==> config.mk <==
export PLATFORM = sky130hd
export DESIGN_NAME = ibaf_top
export DESIGN_NICKNAME = d
export VERILOG_FILES = /design/src/ibaf_pkg.sv /design/src/ibaf_hash.sv /design/src/ibaf_top.sv
export SDC_FILE = /design/constraint.sdc
export NUM_CORES = 1
export LEC_CHECK = 0
export BUFFER_PORTS_ARGS = -buffer_cell sky130_fd_sc_hd__buf_2
export CAP_MARGIN = 15
export CORE_UTILIZATION = 51
export DETAILED_ROUTE_END_ITERATION = 16
export PLACE_DENSITY_LB_ADDON = 0.2
export SLEW_MARGIN = 20
export SYNTH_ARGS = -nofsm -noshare
export SYNTH_HDL_FRONTEND = slang
export SYNTH_HIERARCHICAL = 1
export SYNTH_SLANG_ARGS = --single-unit
==> constraint.sdc <==
create_clock -name sys_clk -period 3.4 [get_ports sys_clk]
set_clock_uncertainty 0.15 [all_clocks]
set_input_delay 0.34 -clock sys_clk [delete_from_list [all_inputs] [get_ports sys_clk]]
set_output_delay 0.34 -clock sys_clk [all_outputs]
set_load 0.05 [all_outputs]
==> src/ibaf_pkg.sv <==
// Package of constants for the initialization-block configuration and address filter
package ibaf_pkg;
    // ****************************************
    // Mode word fields
    // ****************************************
    localparam int MODE_RX_DISABLE_BIT = 0;
    localparam int MODE_TX_DISABLE_BIT = 1;
    localparam int MODE_LOOPBACK_BIT = 2;
    localparam int MODE_CRC_GEN_DISABLE_BIT = 3;
    localparam int MODE_INTERNAL_LOOP_BIT = 6;
    // ****************************************
    // Initialization block word indices (16-bit words)
    // ****************************************
    localparam logic [3:0] IB_MODE = 4'h0;
    localparam logic [3:0] IB_STATION0 = 4'h1;
    localparam logic [3:0] IB_STATION1 = 4'h2;
    localparam logic [3:0] IB_STATION2 = 4'h3;
    localparam logic [3:0] IB_HASH0 = 4'h4;
    localparam logic [3:0] IB_HASH3 = 4'h7;
    localparam logic [3:0] IB_RXPTR_LO = 4'h8;
    localparam logic [3:0] IB_RXPTR_HI = 4'h9;
    localparam logic [3:0] IB_TXPTR_LO = 4'hA;
    localparam logic [3:0] IB_TXPTR_HI = 4'hB;
    localparam logic [3:0] IB_LAST = 4'hB;
    // ****************************************
    // Ring pointer layout
    // ****************************************
    localparam int RING_LEN_MSB = 31;
    localparam int RING_LEN_LSB = 29;
    localparam int RING_BASE_MSB = 23;
    localparam int RING_BASE_LSB = 3;
    localparam logic [23:0] DESC_BYTES = 24'h000008;
    localparam int DESC_SHIFT = 3;
    localparam int MAX_RING_LOG2 = 7;
    // ****************************************
    // Loopback chaining limit and hash
    // ****************************************
    localparam logic [11:0] LOOP_RX_BUF_BYTES = 12'h020;
    localparam logic [31:0] CRC_POLY = 32'h04C11DB7;
    localparam logic [31:0] CRC_INIT = 32'hFFFFFFFF;
    localparam int ADDR_BITS = 48;
    localparam int HASH_BITS = 6;
    localparam logic [47:0] BCAST_ADDR = 48'hFFFFFFFFFFFF;
    // ****************************************
    // States
    // ****************************************
    typedef enum logic [1:0] {
        IBAF_IDLE = 2'b00,
        IBAF_LOAD = 2'b01,
        IBAF_DONE = 2'b11
    } ibaf_state_t;
endpackage : ibaf_pkg

==> src/ibaf_hash.sv <==
// Serial CRC-32 hash of a group destination address
module ibaf_hash
    import ibaf_pkg::*;
(
    input wire logic sys_clk,
    input wire logic resetn,
    input wire logic start,
    input wire logic [47:0] addr,
    output logic busy,
    output logic done,
    output logic [5:0] hash_index
);
    logic [31:0] crc_ff;
    logic [47:0] sh_ff;
    logic [5:0] cnt_ff;
    logic busy_ff;
    logic done_ff;
    logic [5:0] idx_ff;
    logic fb;
    // LSB of the address is the first bit on the wire
    assign fb = crc_ff[31] ^ sh_ff[0];
    always_ff @(posedge sys_clk) begin
        if (!resetn) begin
            crc_ff <= CRC_INIT;
            sh_ff <= '0;
            cnt_ff <= '0;
            busy_ff <= 1'b0;
            done_ff <= 1'b0;
            idx_ff <= '0;
        end else begin
            done_ff <= 1'b0;
            if (start && !busy_ff) begin
                crc_ff <= CRC_INIT;
                sh_ff <= addr;
                cnt_ff <= '0;
                busy_ff <= 1'b1;
            end else if (busy_ff) begin
                crc_ff <= {crc_ff[30:0], 1'b0} ^ (fb ? CRC_POLY : 32'h00000000);
                sh_ff <= {1'b0, sh_ff[47:1]};
                cnt_ff <= cnt_ff + 6'h01;
                if (cnt_ff == 6'(ADDR_BITS - 1)) begin
                    busy_ff <= 1'b0;
                    done_ff <= 1'b1;
                    // Latch the six top bits after the last address bit
                    idx_ff <= 6'(({crc_ff[30:0], 1'b0} ^ (fb ? CRC_POLY : 32'h00000000)) >> (32 - HASH_BITS));
                end
            end
        end
    end
    assign busy = busy_ff;
    assign done = done_ff;
    assign hash_index = idx_ff;
endmodule : ibaf_hash

==> src/ibaf_top.sv <==
// Initialization-block configuration, ring pointers and group address filter
// How it works
// - loopback forbids tx chaining; rx chaining needs 32-byte buffers
// - tx_disable blocks tx ring, clears transmitter_on_flag
// - rx_disable rejects packets, clears receiver_on_flag
// - first received address bit one means group
// - 64-bit hash mask from four 16-bit words
// - CRC the address, latch top six bits
// - selected mask bit accepts, otherwise reject
// - broadcast accepted whenever receiver on, bypasses hash mask
// - external loopback filters groups only with crc_gen_disable
// - three-bit length gives two-power ring entries
// - ring pointer bits 28:24 read as zero
// - ring base bits 23:3, quadword aligned
module ibaf_top
    import ibaf_pkg::*;
(
    input wire logic sys_clk,
    input wire logic resetn,
    input wire logic init_start,
    input wire logic ib_word_valid,
    input wire logic [15:0] ib_word,
    output logic ib_word_ready,
    output logic [3:0] ib_word_index,
    output logic init_done,
    output logic transmitter_on_flag,
    output logic receiver_on_flag,
    output logic [15:0] operating_mode_word,
    output logic [47:0] station_addr,
    output logic [63:0] group_hash_mask,
    output logic [31:0] receive_ring_pointer,
    output logic [31:0] transmit_ring_pointer,
    input wire logic rx_ring_advance,
    input wire logic tx_ring_advance,
    output logic [23:0] rx_entry_addr,
    output logic [23:0] tx_entry_addr,
    output logic rx_ring_fetch_en,
    output logic tx_ring_fetch_en,
    output logic tx_chain_allowed,
    input wire logic [11:0] rx_buf_bytes,
    output logic rx_chain_allowed,
    input wire logic dest_valid,
    input wire logic [47:0] dest_addr,
    output logic filter_done,
    output logic filter_accept
);
    ibaf_state_t state_ff;
    logic [15:0] mode_ff;
    logic [47:0] stn_ff;
    logic [63:0] hash_ff;
    logic [31:0] rxp_ff;
    logic [31:0] txp_ff;
    logic [3:0] idx_ff;
    logic tx_on_ff;
    logic rx_on_ff;
    logic [6:0] rx_idx_ff;
    logic [6:0] tx_idx_ff;
    logic [23:0] rx_addr_ff;
    logic [23:0] tx_addr_ff;
    logic pend_ff;
    logic fdone_ff;
    logic facc_ff;
    logic [47:0] dest_ff;
    logic hash_busy;
    logic hash_done;
    logic [5:0] hash_index;
    logic loading;
    logic loop_ext;
    logic group_filter_on;
    logic [6:0] rx_last;
    logic [6:0] tx_last;
    logic [6:0] nxt_rx_idx;
    logic [6:0] nxt_tx_idx;

    // ****************************************
    // Initialization block fetch
    // ****************************************
    assign loading = (state_ff == IBAF_LOAD);
    assign ib_word_ready = loading;
    assign ib_word_index = idx_ff;
    assign init_done = (state_ff == IBAF_DONE);

    always_ff @(posedge sys_clk) begin
        if (!resetn) begin
            state_ff <= IBAF_IDLE;
            idx_ff <= '0;
        end else begin
            case (state_ff)
                IBAF_IDLE: begin
                    if (init_start) begin
                        state_ff <= IBAF_LOAD;
                        idx_ff <= '0;
                    end
                end
                IBAF_LOAD: begin
                    if (ib_word_valid) begin
                        idx_ff <= idx_ff + 4'h1;
                        if (idx_ff == IB_LAST) begin
                            state_ff <= IBAF_DONE;
                        end
                    end
                end
                IBAF_DONE: begin
                    // Re-initialization restarts the fetch
                    if (init_start) begin
                        state_ff <= IBAF_LOAD;
                        idx_ff <= '0;
                    end
                end
                default: begin
                    state_ff <= IBAF_IDLE;
                end
            endcase
        end
    end

    always_ff @(posedge sys_clk) begin
        if (!resetn) begin
            mode_ff <= '0;
            stn_ff <= '0;
            hash_ff <= '0;
            rxp_ff <= '0;
            txp_ff <= '0;
        end else if (loading && ib_word_valid) begin
            case (idx_ff)
                IB_MODE: mode_ff <= ib_word;
                IB_STATION0: stn_ff[15:0] <= ib_word;
                IB_STATION1: stn_ff[31:16] <= ib_word;
                IB_STATION2: stn_ff[47:32] <= ib_word;
                IB_RXPTR_LO: rxp_ff[15:3] <= ib_word[15:3];
                IB_RXPTR_HI: rxp_ff[31:16] <= {ib_word[15:13], 5'h00, ib_word[7:0]};
                IB_TXPTR_LO: txp_ff[15:3] <= ib_word[15:3];
                IB_TXPTR_HI: txp_ff[31:16] <= {ib_word[15:13], 5'h00, ib_word[7:0]};
                default: begin
                    if (idx_ff >= IB_HASH0 && idx_ff <= IB_HASH3) begin
                        hash_ff[16*(idx_ff - IB_HASH0) +: 16] <= ib_word;
                    end
                end
            endcase
        end
    end

    assign operating_mode_word = mode_ff;
    assign station_addr = stn_ff;
    assign group_hash_mask = hash_ff;
    assign receive_ring_pointer = rxp_ff;
    assign transmit_ring_pointer = txp_ff;

    // ****************************************
    // Engine enables
    // ****************************************
    always_ff @(posedge sys_clk) begin
        if (!resetn) begin
            tx_on_ff <= 1'b0;
            rx_on_ff <= 1'b0;
        end else if (loading && ib_word_valid && idx_ff == IB_LAST) begin
            tx_on_ff <= ~mode_ff[MODE_TX_DISABLE_BIT];
            rx_on_ff <= ~mode_ff[MODE_RX_DISABLE_BIT];
        end else if (init_start) begin
            tx_on_ff <= 1'b0;
            rx_on_ff <= 1'b0;
        end
    end
    assign transmitter_on_flag = tx_on_ff;
    assign receiver_on_flag = rx_on_ff;
    assign tx_ring_fetch_en = tx_on_ff && init_done;
    assign rx_ring_fetch_en = rx_on_ff && init_done;

    // Loopback leaves no time for a lookahead poll unless buffers are tiny
    assign tx_chain_allowed = ~mode_ff[MODE_LOOPBACK_BIT];
    assign rx_chain_allowed = ~mode_ff[MODE_LOOPBACK_BIT] || (rx_buf_bytes == LOOP_RX_BUF_BYTES);

    // ****************************************
    // Descriptor ring walk
    // ****************************************
    assign rx_last = 7'((8'h01 << rxp_ff[RING_LEN_MSB:RING_LEN_LSB]) - 8'h01);
    assign tx_last = 7'((8'h01 << txp_ff[RING_LEN_MSB:RING_LEN_LSB]) - 8'h01);
    assign nxt_rx_idx = (rx_idx_ff == rx_last) ? 7'h00 : rx_idx_ff + 7'h01;
    assign nxt_tx_idx = (tx_idx_ff == tx_last) ? 7'h00 : tx_idx_ff + 7'h01;

    always_ff @(posedge sys_clk) begin
        if (!resetn || !init_done) begin
            rx_idx_ff <= '0;
            rx_addr_ff <= '0;
        end else begin
            if (rx_ring_advance && rx_ring_fetch_en) begin
                rx_idx_ff <= nxt_rx_idx;
            end
            rx_addr_ff <= {rxp_ff[RING_BASE_MSB:RING_BASE_LSB], 3'h0} + (24'(rx_idx_ff) << DESC_SHIFT);
        end
    end

    always_ff @(posedge sys_clk) begin
        if (!resetn || !init_done) begin
            tx_idx_ff <= '0;
            tx_addr_ff <= '0;
        end else begin
            if (tx_ring_advance && tx_ring_fetch_en) begin
                tx_idx_ff <= nxt_tx_idx;
            end
            tx_addr_ff <= {txp_ff[RING_BASE_MSB:RING_BASE_LSB], 3'h0} + (24'(tx_idx_ff) << DESC_SHIFT);
        end
    end
    assign rx_entry_addr = rx_addr_ff;
    assign tx_entry_addr = tx_addr_ff;

    // ****************************************
    // Destination address filter
    // ****************************************
    assign loop_ext = mode_ff[MODE_LOOPBACK_BIT] && !mode_ff[MODE_INTERNAL_LOOP_BIT];
    assign group_filter_on = !loop_ext || mode_ff[MODE_CRC_GEN_DISABLE_BIT];

    ibaf_hash u_hash (
        .sys_clk(sys_clk),
        .resetn(resetn),
        .start(pend_ff && !hash_busy),
        .addr(dest_ff),
        .busy(hash_busy),
        .done(hash_done),
        .hash_index(hash_index)
    );

    always_ff @(posedge sys_clk) begin
        if (!resetn) begin
            pend_ff <= 1'b0;
            dest_ff <= '0;
            fdone_ff <= 1'b0;
            facc_ff <= 1'b0;
        end else begin
            fdone_ff <= 1'b0;
            if (hash_busy) begin
                pend_ff <= 1'b0;
            end
            if (hash_done) begin
                fdone_ff <= 1'b1;
                facc_ff <= rx_on_ff && hash_ff[hash_index];
            end else if (dest_valid && !pend_ff && !hash_busy) begin
                dest_ff <= dest_addr;
                if (!rx_on_ff) begin
                    fdone_ff <= 1'b1;
                    facc_ff <= 1'b0;
                end else if (dest_addr == BCAST_ADDR) begin
                    fdone_ff <= 1'b1;
                    facc_ff <= 1'b1;
                end else if (dest_addr[0]) begin
                    if (group_filter_on) begin
                        pend_ff <= 1'b1;
                    end else begin
                        fdone_ff <= 1'b1;
                        facc_ff <= 1'b0;
                    end
                end else begin
                    fdone_ff <= 1'b1;
                    facc_ff <= (dest_addr == stn_ff);
                end
            end
        end
    end
    assign filter_done = fdone_ff;
    assign filter_accept = facc_ff;
endmodule : ibaf_top

# [Word-level counts from Yosys, hierarchy flattened]
# Index checks and enable logic that the tools add are counted.
# W data, S select, Z words.
[totals] reg_bits=391 elab_cells=160 inputBits=83 out_inout_bits=254
[op_classes] n_eq_ne=19 n_shift=4 magnitude_cmp=3 add_sub_neg=10 reduce_logical=46 bitwise=10 muxes=41
[ops] operator="$mux W48" count=2
[ops] operator="$bwmux W64" count=1
[ops] operator="$shift A16 B34 Y64 const A" count=1
[ops] operator="$shiftx A16 B34 Y64" count=1
[ops] operator="$add A24 B10 Y24" count=2
[ops] operator="$eq A48 B48 Y1" count=1
[ops] operator="$eq A48 B48 Y1 const B" count=1
[ops] operator="$neg A32 Y34" count=1
[ops] operator="$xor A32 B32 Y32" count=1
[ops] operator="$mux W1" count=27
[ops] operator="$mux W27" count=1
[ops] operator="$reduce_and A2 Y1" count=10
[ops] operator="$eq A4 B4 Y1 const B" count=4
[ops] operator="$add A7 B1 Y7 const B" count=2
[ops] operator="$eq A7 B7 Y1" count=2
[ops] operator="$mux W7" count=2
[ops] operator="$shl A1 B3 Y7 const A" count=2
[ops] operator="$sub A7 B1 Y7 const B" count=2
[ops] operator="$logic_and A1 B1 Y1" count=13
[ops] operator="$eq A12 B6 Y1 const B" count=1
[ops] operator="$reduce_and A3 Y1" count=4
[ops] operator="$eq A4 B2 Y1 const B" count=2
[ops] operator="$mux W4" count=2
[ops] operator="$not A1 Y1" count=8
[ops] operator="26 further kinds" count=40

# [Longest topological paths before layout]
# Gate-level depths: netlist of run 1.
[logic_depth] depth_word=10 depth_mapped=13 depth_no_buf=12

# [Cells and area by module]
# The synthesis of run 1 kept the hierarchy.
[modules_own_cells] module="ibaf_top" n_inst=1 seq_area_each_um2=5825.6 area_per_inst_um2=14064.7 cells_per_inst=1626
[modules_own_cells] module="ibaf_hash" n_inst=1 seq_area_each_um2=1881.8 area_per_inst_um2=4026.4 cells_per_inst=444

# [Worst setup path before layout of run 1]
# OpenSTA, ideal clock, no wires.
[synth_path] path_kind="flip-flop to flip-flop" startpoint="reg idx_ff[0] (netlist: ib_word_index[0])" endpoint="reg hash_ff[44] (netlist: group_hash_mask[44])" synth_period_minus_slack_ns=3.707 arrival_time_ns=3.434 n_path_buf=2 path_slack_ns=-0.307 path_stages_with_launch=12 setup_ns=0.123 t_required_ns=3.127 cell_sequence="dfxtp_1 > clkinv_1 > ha_1 > nand2_1 > ha_1 > nor4b_1 > nand4_1 > or4_1 > clkbuf_1 > buf_2 > nand2_1 > a21boi_0"
[synth_via] elab_chain_cells=4 word_cells_on_any_way=19 cone_classes="2 x add/sub; 2 x order compare; 7 x eq/ne; 2 x shift; 1 x mux; 1 x bitwise; 4 x reduce/logical"
[synth_rtl] element="start, declared" line_no="ibaf_top.sv:53" rtl="logic [3:0] idx_ff;"
[synth_rtl] element="start signal, assigned" line_no="ibaf_top.sv:97" rtl="idx_ff <= idx_ff + 4'h1;"
[synth_rtl] element="$sub A4 B3 Y5 (tied with other cells)" line_no="ibaf_top.sv:136" rtl="hash_ff[16*(idx_ff - IB_HASH0) +: 16] <= ib_word;"
[synth_rtl] element="$neg A32 Y34 or $reduce_or A8 Y1 (tied branches)"
[synth_rtl] element="$shiftx A16 B34 Y64 (tied with other cells)" line_no="ibaf_top.sv:136"
[synth_rtl] element="$bwmux W64 or $reduce_and A3 Y1 (tied branches)"
[synth_rtl] element="end signal, assigned by index" line_no="ibaf_top.sv:136"
[synth_rtl] element="end, declared" line_no="ibaf_top.sv:50" rtl="logic [63:0] hash_ff;"
# Several ways; a longest one is shown, not always the timed one.
# A chain may end at the register's enable or synchronous reset.

# [Final worst setup path of run 1]
[layout_path] startpoint="reg idx_ff[2] (netlist: ib_word_index[2])" endpoint="reg hash_ff[18] (netlist: group_hash_mask[18])"
# Same word-level chain as after synthesis.

==> impl_metrics.csv, run 1 <==
group,metric,value,unit
run_status,status,"finished, final reports clean",
floorplan,core_area,0.03471,sq mm
synth,yosys_register_bits,385,
finish,final_core_util,62.44,%
detailed_routing,first_iter_violations,1070,
clocking,cts-root-buf,"clkbuf_16",
global_route,grt_start_max_net_pins,97,
placed_design,dp_slack,-46.72,ps
timing,slew_viol_final,0,
placed_design,postPlaceCellArea,0.01971,sq mm
synth,synth.area.top_cells,"dfxtp_1 (43%), nand2_1 (11%), a21boi_0 (8.1%), xor2_1 (3.4%), mux2_2 (2.9%)",
worst_setup_path,reg2reg_depth,13,
timing,finalSetupTns,0,ps
floorplan,rows,68,
synth,synth_top_cell_area_share,42.60,%
detailed_routing,drt_wl_total,54.81,mm
floorplan,io_pins,337,
timing,rsz0062_at_grt,"false",
timing,min_period,3224,ps
placed_design,hpwl,37.25,mm
synth,ys.warnings.count,6,
placed_design,routabilityCongestion,0.8851,
worst_setup_path,crit_arrival,3520,ps
finish,nets,2482,
clocking,cts_tree,"yes",
timing,max_clock_freq,310.2,MHz
min_path,hold_depth,3,
clocking,clk_path_buf_depth,3,
pwr,ir_drop,414.2,uV
global_route,track_usage,29.62,%
floorplan,die_w,190.3,um
detailed_routing,dr.pass1.iters,5,
detailed_routing,drc,0,
synth,synthFlopType,"dfxtp_1",
timing,hold_violations,0,
worst_setup_path,worstSetupEndpointType,"register",
synth,synth_xor_xnor_area_share,5.547,%
placed_design,port_buffers,314,
min_path,holdCritPathClass,"in -> reg",
clocking,insertion_delay,540,ps
worst_setup_path,start_kind,"register",
clocking,clkTransAtPathRegs,60,ps
global_route,grt_pass1_vias,14890,
timing,tightestPinTransition,884.6,ps
synth,synth-edff-count,0,
detailed_routing,via_per_inst,5.583,
timing,period_share,94.81,%
global_route,antenna_found_initial,2,
detailed_routing,vias,15920,
synth,synthSimpleGateAreaFrac,20.85,%
synth,synthMuxAreaShare,7.296,%
floorplan,initial_core_util,52.12,%
worst_setup_path,critPathMaxFanout,16,
clocking,clock_sinks,385,
worst_setup_path,required,3690,ps
clocking,cts_buffers,41,
clocking,htree_levels,2,
finish,instances_no_fill,2851,
timing,setup_viol,0,
detailed_routing,antenna_left,0,
finish,stdcell_area,0.02168,sq mm
finish,syn2layout_area_growth,19.81,%
synth,synth_area_per_cell,8.740,sq um
synth,synth_top_family_by_area,"simple AND/OR/NAND/NOR gates",
synth,synthAdderAreaFrac,2.683,%
global_route,grt_pass1_wl,84.08,mm
placed_design,dpl.cell_count,2725,
pwr,leakage,0.008544,uW
timing,timing.final.ws_setup,176.5,ps
synth,yosys.area.top_type,"dfxtp_1",
synth,synth_area,0.01809,sq mm
synth,synth_compound_area_share,15.44,%
synth,synthArstFlopShare,0,%
worst_setup_path,critPathKind,"reg -> reg",
job,drv_cap,0,
synth,synthCells,2070,
synth,seq_area_frac_synth,42.60,%
timing,max_slew_margin,40.57,%
floorplan,fp.dieArea,0.03623,sq mm
pwr,power_density,463.3,mW/mm^2
synth,synth_cell_types,71,
floorplan,fp.dieH,190.3,um
global_route,overflow,0,
detailed_routing,wire_per_inst,19.22,um
finish,drive_gt1_share,22.14,%
## worst max-delay path, stage by stage (launching register included)
cell and delay [ps]:
dfxtp_2 410, inv_1 120, ha_1 300, nand3_1 120, inv_1 110, nand2_1 60, ha_1 300, nor4b_1 300
nand4_1 200, or3_4 410, nor3_4 140, buf_6 200, nand3_1 90, a21boi_0 230
## cell families after synthesis
kind of cell	Yosys count
AOI/OAI and AO/OA	389
xor gates and xnor gates	112
adders and majority gates	37
buffers and inverters	202
DFF	385
muxes	106
other	1
and+or+nand+nor	838
## state kept, by name, summed over array words and instances, names as in the netlist
name and count:
receive_ring_pointer 24, ib_word_index 4, rx_entry_addr 21, tx_idx_ff 7, dest_ff 48, u_hash/hash_index 6, u_hash/cnt_ff 6, transmitter_on_flag 1
u_hash/busy 1, rx_idx_ff 7, pend_ff 1, tx_entry_addr 21, u_hash/done 1, receiver_on_flag 1, state_ff 2, u_hash/sh_ff 48
filter_done 1, transmit_ring_pointer 24, u_hash/crc_ff 32, station_addr 48, operating_mode_word 16, group_hash_mask 64, filter_accept 1
## final timing paths
path	from	to	slack [ps]
min	init_start	transmitter_on_flag$_SDFFE_PN0P_	40
max reg2reg	ib_word_index[2]$_SDFFE_PN0P_	group_hash_mask[18]$_SDFFE_PN0P_	180
max	ib_word_index[2]$_SDFFE_PN0P_	group_hash_mask[18]$_SDFFE_PN0P_	180
min reg2reg	u_hash/sh_ff[43]$_SDFFE_PN0P_	u_hash/sh_ff[42]$_SDFFE_PN0P_	300
## layout make-up
cell class / count / area, sq um
Antenna cell: 2 / 5.005
Sequential cell: 385 / 7712
Inverter: 35 / 131.4
Tap cell: 455 / 569.3
Clock buffer: 61 / 1231
Timing Repair Buffer: 395 / 2326
Fill cell: 2997 / 13040
Multi-Input combinational cell: 1504 / 9473
Clock inverter: 14 / 227.7
## layer usage
layer  vias to the layer above  GRT usage (%)  routed length [um]
met5                         -              0                   0
met4                         0          12.68                2150
met3                       151          6.975                5435
met2                       693          46.03               24600
met1                      7524          39.20               22620
li1                       7549              -                   -
## cell usage in the layout, fill, tap and decap left out, types with 12 or more instances in the layout
cell type / instances
clkbuf_8: 13
o21ai_0: 25
inv_1: 33
mux2i_1: 43
ha_1: 34
mux2_2: 47
nand3_1: 72
a21boi_0: 194
dlygate4sd3_1: 48
xnor2_1: 40
nor2_1: 64
buf_2: 313
mux4_2: 16
nor3b_1: 12
xor2_1: 70
o211ai_1: 14
conb_1: 22
buf_4: 30
clkbuf_16: 41
nor2b_1: 25
a21boi_2: 20
nand2_1: 535
nand4_1: 25
dfxtp_1: 381
and2_1: 13
nor4_1: 19
a21oi_1: 75
nor3_1: 12
## cells in the mapped netlist, types with 5 or more instances
cell type,number
xor2_1,70
o21ai_0,25
dfxtp_1,385
ha_1,34
nor2b_1,26
mux2_2,47
buf_6,14
nand2b_1,6
o21a_1,7
o211ai_1,14
nor4b_1,5
buf_1,8
nor2_1,65
a21boi_0,194
a21boi_2,20
mux2i_1,43
inv_1,34
nor4_1,19
mux4_2,16
nand2_1,536
a31oi_1,7
xnor2_1,40
nor3b_1,12
and4_1,6
or4_1,9
nand3_1,72
buf_2,15
a211oi_1,8
nand4_1,25
and2_1,13
clkbuf_1,97
nor3_1,12
a21oi_1,75
and3_1,8
a2111oi_0,6
buf_4,31
o31ai_1,8
## timing repair
action,4_1_cts,5_1_grt
setup buffers,1,0
setup endpoints to repair,22,18
hold endpoints to repair,48,0
hold buffers,48,0
pin swaps,1,0
gates resized for setup,1,4
## stage by stage
stage	hold slack [ps]	power, uW
6_report	39.53	10040
5_1_grt	44.47	10320
4_1_cts	24.96	10070
3_5_place_dp	292.5	5278
3_3_place_gp	287.8	5270
2_1_floorplan	279.4	5071
## power by group
group          leakage [uW]  internal [uW]  switching [uW]
clock network      0.000724           2960            1850
logic               0.00471            190             451
registers           0.00311           4560            32.8
total               0.00854           7710            2330
Power figures use the tool's default switching activity.
==> run 2, diff against run 1 <==
Settings changed: BUFFER_PORTS_ARGS -buffer_cell sky130_fd_sc_hd__buf_2 to default, CORE_UTILIZATION 51 to 58, DONT_BUFFER_PORTS from default to 1.
==> run 2 against run 1 <==
  * Worst setup slack got worse by 79 ps
  * Critical path depth decreased by 1
  * Combinational power decreased by 15%
  * Non-clock buffer count decreased by 230
  * Critical path type unchanged
  * Largest cell class unchanged
  * Largest power group is now registers
==> impl_metrics.csv, run 2 (synthesis gave the netlist of run 1 again) <==
group,metric,value,unit
worst_setup_path,required,3710,ps
detailed_routing,via_per_inst,6.042,
detailed_routing,drc,0,
global_route,track_usage,33.99,%
placed_design,dpl.cell_count,2396,
worst_setup_path,critPathMaxFanout,8,
clocking,insertion_delay,540,ps
clocking,cts-root-buf,"clkbuf_16",
detailed_routing,first_iter_violations,1337,
global_route,antenna_found_initial,10,
placed_design,postPlaceCellArea,0.01839,sq mm
pwr,power_density,461.9,mW/mm^2
finish,stdcell_area,0.02065,sq mm
timing,whs,18.17,ps
clocking,clk_path_buf_depth,3,
worst_setup_path,critPathKind,"reg -> reg",
clocking,clock_sinks,385,
global_route,met1_usage,43.02,%
finish,mostFrequentLayoutCells,"nand2_1 (534), dfxtp_1 (381), a21boi_0 (184)",
finish,largest_reg_flops,64,
floorplan,die_w,178.6,um
floorplan,fp.dieArea,0.03190,sq mm
global_route,grt_pass1_wl,83.74,mm
detailed_routing,dr.pass1.iters,5,
floorplan,rows,64,
pwr,leakage,0.007316,uW
global_route,grt.busiest_layer,"met2",
job,drv_cap,0,
finish,drive_gt1_share,12.44,%
global_route,grt_use_met3,9.996,%
finish,final_core_util,67.35,%
global_route,grt_start_max_net_pins,229,
floorplan,core_area,0.03067,sq mm
finish,syn2layout_area_growth,14.17,%
placed_design,routabilityCongestion,0.9220,
clocking,htree_levels,2,
timing,min_period,3303,ps
finish,instances_no_fill,2568,
worst_setup_path,start_kind,"register",
worst_setup_path,crit_arrival,3610,ps
placed_design,hpwl,34.73,mm
timing,max_clock_freq,302.8,MHz
timing,setup_viol,0,
pwr,ir_drop,483.0,uV
timing,hold_violations,0,
global_route,overflow,0,
clocking,cts_tree,"yes",
timing,finalSetupTns,0,ps
worst_setup_path,cpPeakStageDelay,460,ps
worst_setup_path,worst_path_max_delay_cell,"or3_4",
clocking,clkTransAtPathRegs,60,ps
global_route,use_met2,53.42,%
min_path,holdCritPathClass,"in -> reg",
detailed_routing,drt_wl_total,55.50,mm
detailed_routing,antenna_left,0,
worst_setup_path,worstPathCellList,"inv_1 -> ha_1 -> inv_1 -> nand2_1 -> ha_4 -> nor4b_2 -> nand4_1 -> or3_4 -> nor3_4 -> buf_6 -> nand3_1 -> a21boi_2",
timing,slew_viol_final,0,
timing,max_slew_margin,19.29,%
worst_setup_path,worstSetupEndpointType,"register",
global_route,grt_pass1_vias,14660,
finish,final_common_cell,"nand2_1",
worst_setup_path,cpMostUsedCell,"inv_1",
detailed_routing,wire_per_inst,21.61,um
placed_design,port_buffers,0,
finish,nets,2252,
timing,period_share,97.14,%
timing,tightestPinTransition,1207,ps
floorplan,io_pins,337,
floorplan,fp.dieH,178.6,um
run_status,status,"finished, final reports clean",
clocking,cts_buffers,41,
floorplan,initial_core_util,58.99,%
detailed_routing,vias,15520,
-- run 2: changes by cell type in the layout (fill, tap and decap cells not counted), sizes merged --
cell	previous run	this run
buf	347	88
dlygate4sd3	48	77
diode	2	9
bufinv	6	1
clkbuf	61	63
clkinv	7	8
inv	36	37
-- run 2: final timing paths --
check | start | to | slack [ps] | cells after the start
min | init_start | state_ff[1]$_SDFFE_PN0P_ | 20 | 4
min reg2reg | u_hash/sh_ff[42]$_SDFFE_PN0P_ | u_hash/sh_ff[41]$_SDFFE_PN0P_ | 300 | 2
max | ib_word_index[2]$_SDFFE_PN0P_ | group_hash_mask[24]$_SDFFE_PN0P_ | 100 | 12
max reg2reg | ib_word_index[2]$_SDFFE_PN0P_ | group_hash_mask[24]$_SDFFE_PN0P_ | 100 | 12
-- run 2: routing by layer --
metal	share of wire [%]	wire length, um	vias up
met5	0.092	51	-
met4	4.4	2426	8
met3	11	5903	176
met2	45	25060	782
met1	40	22060	7442
li1	-	-	7108
-- run 2: critical path, delay by kind of cell, from the launching register on --
family	cells	cell delay, ps
flops	1	390
compound gates	1	200
simple gates	6	1500
fa+ha+maj	2	490
buf+inv	3	500
-- run 2: repair_timing --
action,CTS,global route
cloned,0,2
resized for setup,1,26
pin swaps,2,10
endpoints found under the setup margin,41,64
hold buffers,78,0
setup buffers,4,5
endpoints found under the hold margin,245,0
-- run 2: where the power goes --
group	switching [uW]	internal (uW)	leakage (uW)	total [uW]
logic	372	173	0.00355	546
clock network	1830	2530	0.000646	4360
registers	77.8	4560	0.00311	4640
-- run 2: through the flow --
step,power (uW),setup slack (ps)
2_1_floorplan,5071,13.75
3_3_place_gp,5065,-29.40
3_5_place_dp,5073,-241.1
4_1_cts,9557,31.50
5_1_grt,9787,-27.70
6_report,9541,97.18
-- run 2: layout make-up --
type | instances | area, sq um
clock buffer | 63 | 1209
timing repair buffer | 165 | 1490
antenna | 9 | 22.52
fill | 2431 | 10010
tap | 396 | 495.5
inverter | 35 | 131.4
multi-input combinational | 1504 | 9500
sequential | 385 | 7715
clock inverter | 11 | 91.34
==> run 3, diff against run 2 <==
Settings changed: ABC_AREA from default to 1.
==> run 3 against run 2 <==
  * Worst setup slack improved by 310 ps
  * Clock-buffer cell count decreased by 8
  * Highest routed layer is now met4
  * Largest power group unchanged
  * Wire length increased by 6.3%
  * Total power increased by 6.7%
  * Critical path type unchanged
==> impl_metrics.csv, run 3 <==
group,metric,value,unit
global_route,track_usage,37.30,%
synth,yosys.area.top_type,"dfxtp_1",
synth,synth_top_cell_area_share,43.71,%
global_route,grt_pass1_wl,90.41,mm
worst_setup_path,reg2reg_depth,13,
floorplan,core_area,0.02980,sq mm
synth,synth_top_family_by_area,"simple AND/OR/NAND/NOR gates",
synth,synth_xor_xnor_area_share,2.335,%
worst_setup_path,critPathKind,"reg -> reg",
timing,min_period,2997,ps
worst_setup_path,critPathMaxFanout,18,
clocking,cts_buffers,40,
detailed_routing,wire_per_inst,19.77,um
synth,synth_area,0.01763,sq mm
placed_design,hpwl,37.88,mm
floorplan,initial_core_util,59.18,%
min_path,hold_depth,4,
detailed_routing,dr.pass1.iters,6,
pwr,leakage,0.008737,uW
timing,hold_violations,0,
clocking,cts_tree,"yes",
worst_setup_path,required,3710,ps
finish,stdcell_area,0.02051,sq mm
timing,finalSetupTns,0,ps
timing,rsz0062_at_grt,"false",
synth,synth_most_common_cell,"nand2_1",
synth,ys.warnings.count,6,
clocking,cts-root-buf,"clkbuf_16",
worst_setup_path,start_kind,"register",
clocking,insertion_delay,550,ps
detailed_routing,drt_wl_total,59.03,mm
clocking,htree_levels,2,
clocking,postCtsSetupBuffers,0,
clocking,clk_path_buf_depth,3,
timing,period_share,88.14,%
worst_setup_path,crit_arrival,3310,ps
synth,yosys_register_bits,385,
synth,synthAdderAreaFrac,2.753,%
synth,synthMuxAreaShare,0,%
synth,synth_cell_types,44,
finish,largest_reg_flops,64,
placed_design,port_buffers,0,
finish,fillers,2502,
timing,max_clock_freq,333.7,MHz
clocking,clock_sinks,385,
synth,synth-edff-count,0,
synth,synthSimpleGateAreaFrac,23.45,%
finish,syn2layout_area_growth,16.34,%
floorplan,fp.dieArea,0.03110,sq mm
global_route,antenna_found_initial,2,
detailed_routing,vias,17430,
finish,final_common_cell,"nand2_1",
job,drv_cap,0,
run_status,status,"finished, final reports clean",
detailed_routing,first_iter_violations,1953,
timing,tightestPinTransition,1059,ps
placed_design,postPlaceCellArea,0.01793,sq mm
global_route,overflow,0,
synth,synth_area_per_cell,7.133,sq um
floorplan,rows,63,
finish,nets,2684,
synth,synth_common_cells,"nand2_1 (533), dfxtp_1 (385), inv_1 (297)",
floorplan,fp.dieH,176.4,um
finish,drive_gt1_share,5.973,%
synth,synthCells,2472,
detailed_routing,drc,0,
pwr,power_density,496.1,mW/mm^2
placed_design,routabilityCongestion,0.9608,
timing,setup_viol,0,
pwr,ir_drop,395.4,uV
floorplan,die_w,176.4,um
min_path,holdCritPathClass,"in -> reg",
synth,seq_area_frac_synth,43.71,%
detailed_routing,antenna_left,0,
global_route,grt_pass1_vias,16120,
clocking,clkTransAtPathRegs,60,ps
synth,synthFlopType,"dfxtp_1",
detailed_routing,via_per_inst,5.837,
worst_setup_path,worstSetupEndpointType,"register",
timing,max_slew_margin,29.30,%
finish,mostFrequentLayoutCells,"nand2_1 (533), dfxtp_1 (384), inv_1 (297)",
global_route,grt_start_max_net_pins,223,
floorplan,io_pins,337,
synth,synth.area.top_cells,"dfxtp_1 (44%), nand2_1 (11%), a21oi_1 (7.3%), o21ai_0 (7.1%), inv_1 (6.3%)",
synth,synth_compound_area_share,17.18,%
synth,synthArstFlopShare,0,%
timing,slew_viol_final,0,
-- run 3: cell count changes after synthesis, moves of 83 or more --
cell	delta
inv_1	+263
o21ai_0	+225
a21boi_0	-194
a21oi_1	+183
nor2_1	+123
nand3_1	+83
-- run 3: cells by family (layout without fill, tap and decap cells) --
| group | after synthesis | count (layout) |
|---|---|---|
| buffers and inverters | 450 | 552 |
| flip-flops | 385 | 385 |
| AO/OA/AOI/OAI | 577 | 577 |
| other | 1 | 23 |
| AND/OR/NAND/NOR | 975 | 975 |
| XOR/XNOR | 47 | 47 |
| adder cells (fa/ha/maj) | 37 | 37 |
-- run 3: repair_timing --
item                                    CTS  global route
endpoints found under the setup margin    0             0
resized for setup                         0             0
hold endpoints to repair                288             0
hold buffers                            115             0
-- run 3: routing by layer --
layer / GRT usage [%] / up-vias / part of all wire, %
li1: - / 8171 / -
met3: 10.59 / 218 / 12
met2: 58.63 / 1111 / 44
met1: 47.28 / 7929 / 39
met5: 0 / - / 0
met4: 17.13 / 0 / 5.0
-- run 3: where the power goes --
group          internal (uW)  switching (uW)  total, uW
sequential              4590             174       4760
clock                   2850            1890       4740
combinational            205             470        675
-- run 3: path summary, 6_finish.rpt --
kind	startpoint	slack, ps	endpoint
max	ib_word_index[2]$_SDFFE_PN0P_	400	group_hash_mask[24]$_SDFFE_PN0P_
min	rx_ring_advance	30	rx_idx_ff[1]$_SDFFE_PP0P_
max reg2reg	ib_word_index[2]$_SDFFE_PN0P_	400	group_hash_mask[24]$_SDFFE_PN0P_
min reg2reg	u_hash/crc_ff[20]$_SDFFE_PP1P_	320	u_hash/crc_ff[20]$_SDFFE_PP1P_
-- run 3: worst max-delay path, cell delays in order (launching register included) --
cell and delay, ps:
dfxtp_1 480, inv_1 130, ha_1 290, nand3_1 70, nor2_1 180, nand2_1 80
ha_1 290, nor2_1 140, nand3_1 150, nor3_4 250, nand2_2 230, clkinv_2 220
o21ai_0 90, a21oi_1 150
-- run 3: layout make-up --
cell class / count / area (sq um) / area share, %
Clock inverter: 18 / 256.5 / 1.250
Antenna cell: 1 / 2.502 / 0.01220
Timing Repair Buffer: 168 / 1567 / 7.636
Multi-Input combinational cell: 1658 / 8160 / 39.78
Inverter: 311 / 1171 / 5.709
Sequential cell: 385 / 7709 / 37.58
Tap cell: 390 / 488.0 / 2.379
Clock buffer: 55 / 1160 / 5.654
-- run 3: metrics by stage --
stage                     std cells  setup slack, ps  hold slack (ps)  power, uW  utilization, %
after detailed placement       2797            467.6            306.2       5358           60.16
after CTS                      2985            422.0            9.511      10150           68.84
final                          2986            403.2            28.49      10180           68.85
after global placement         2797            557.1            298.2       5349           60.16
after global routing           2986            94.37            31.97      10430           68.85
after floorplan                2493            304.2            284.5       5254               -
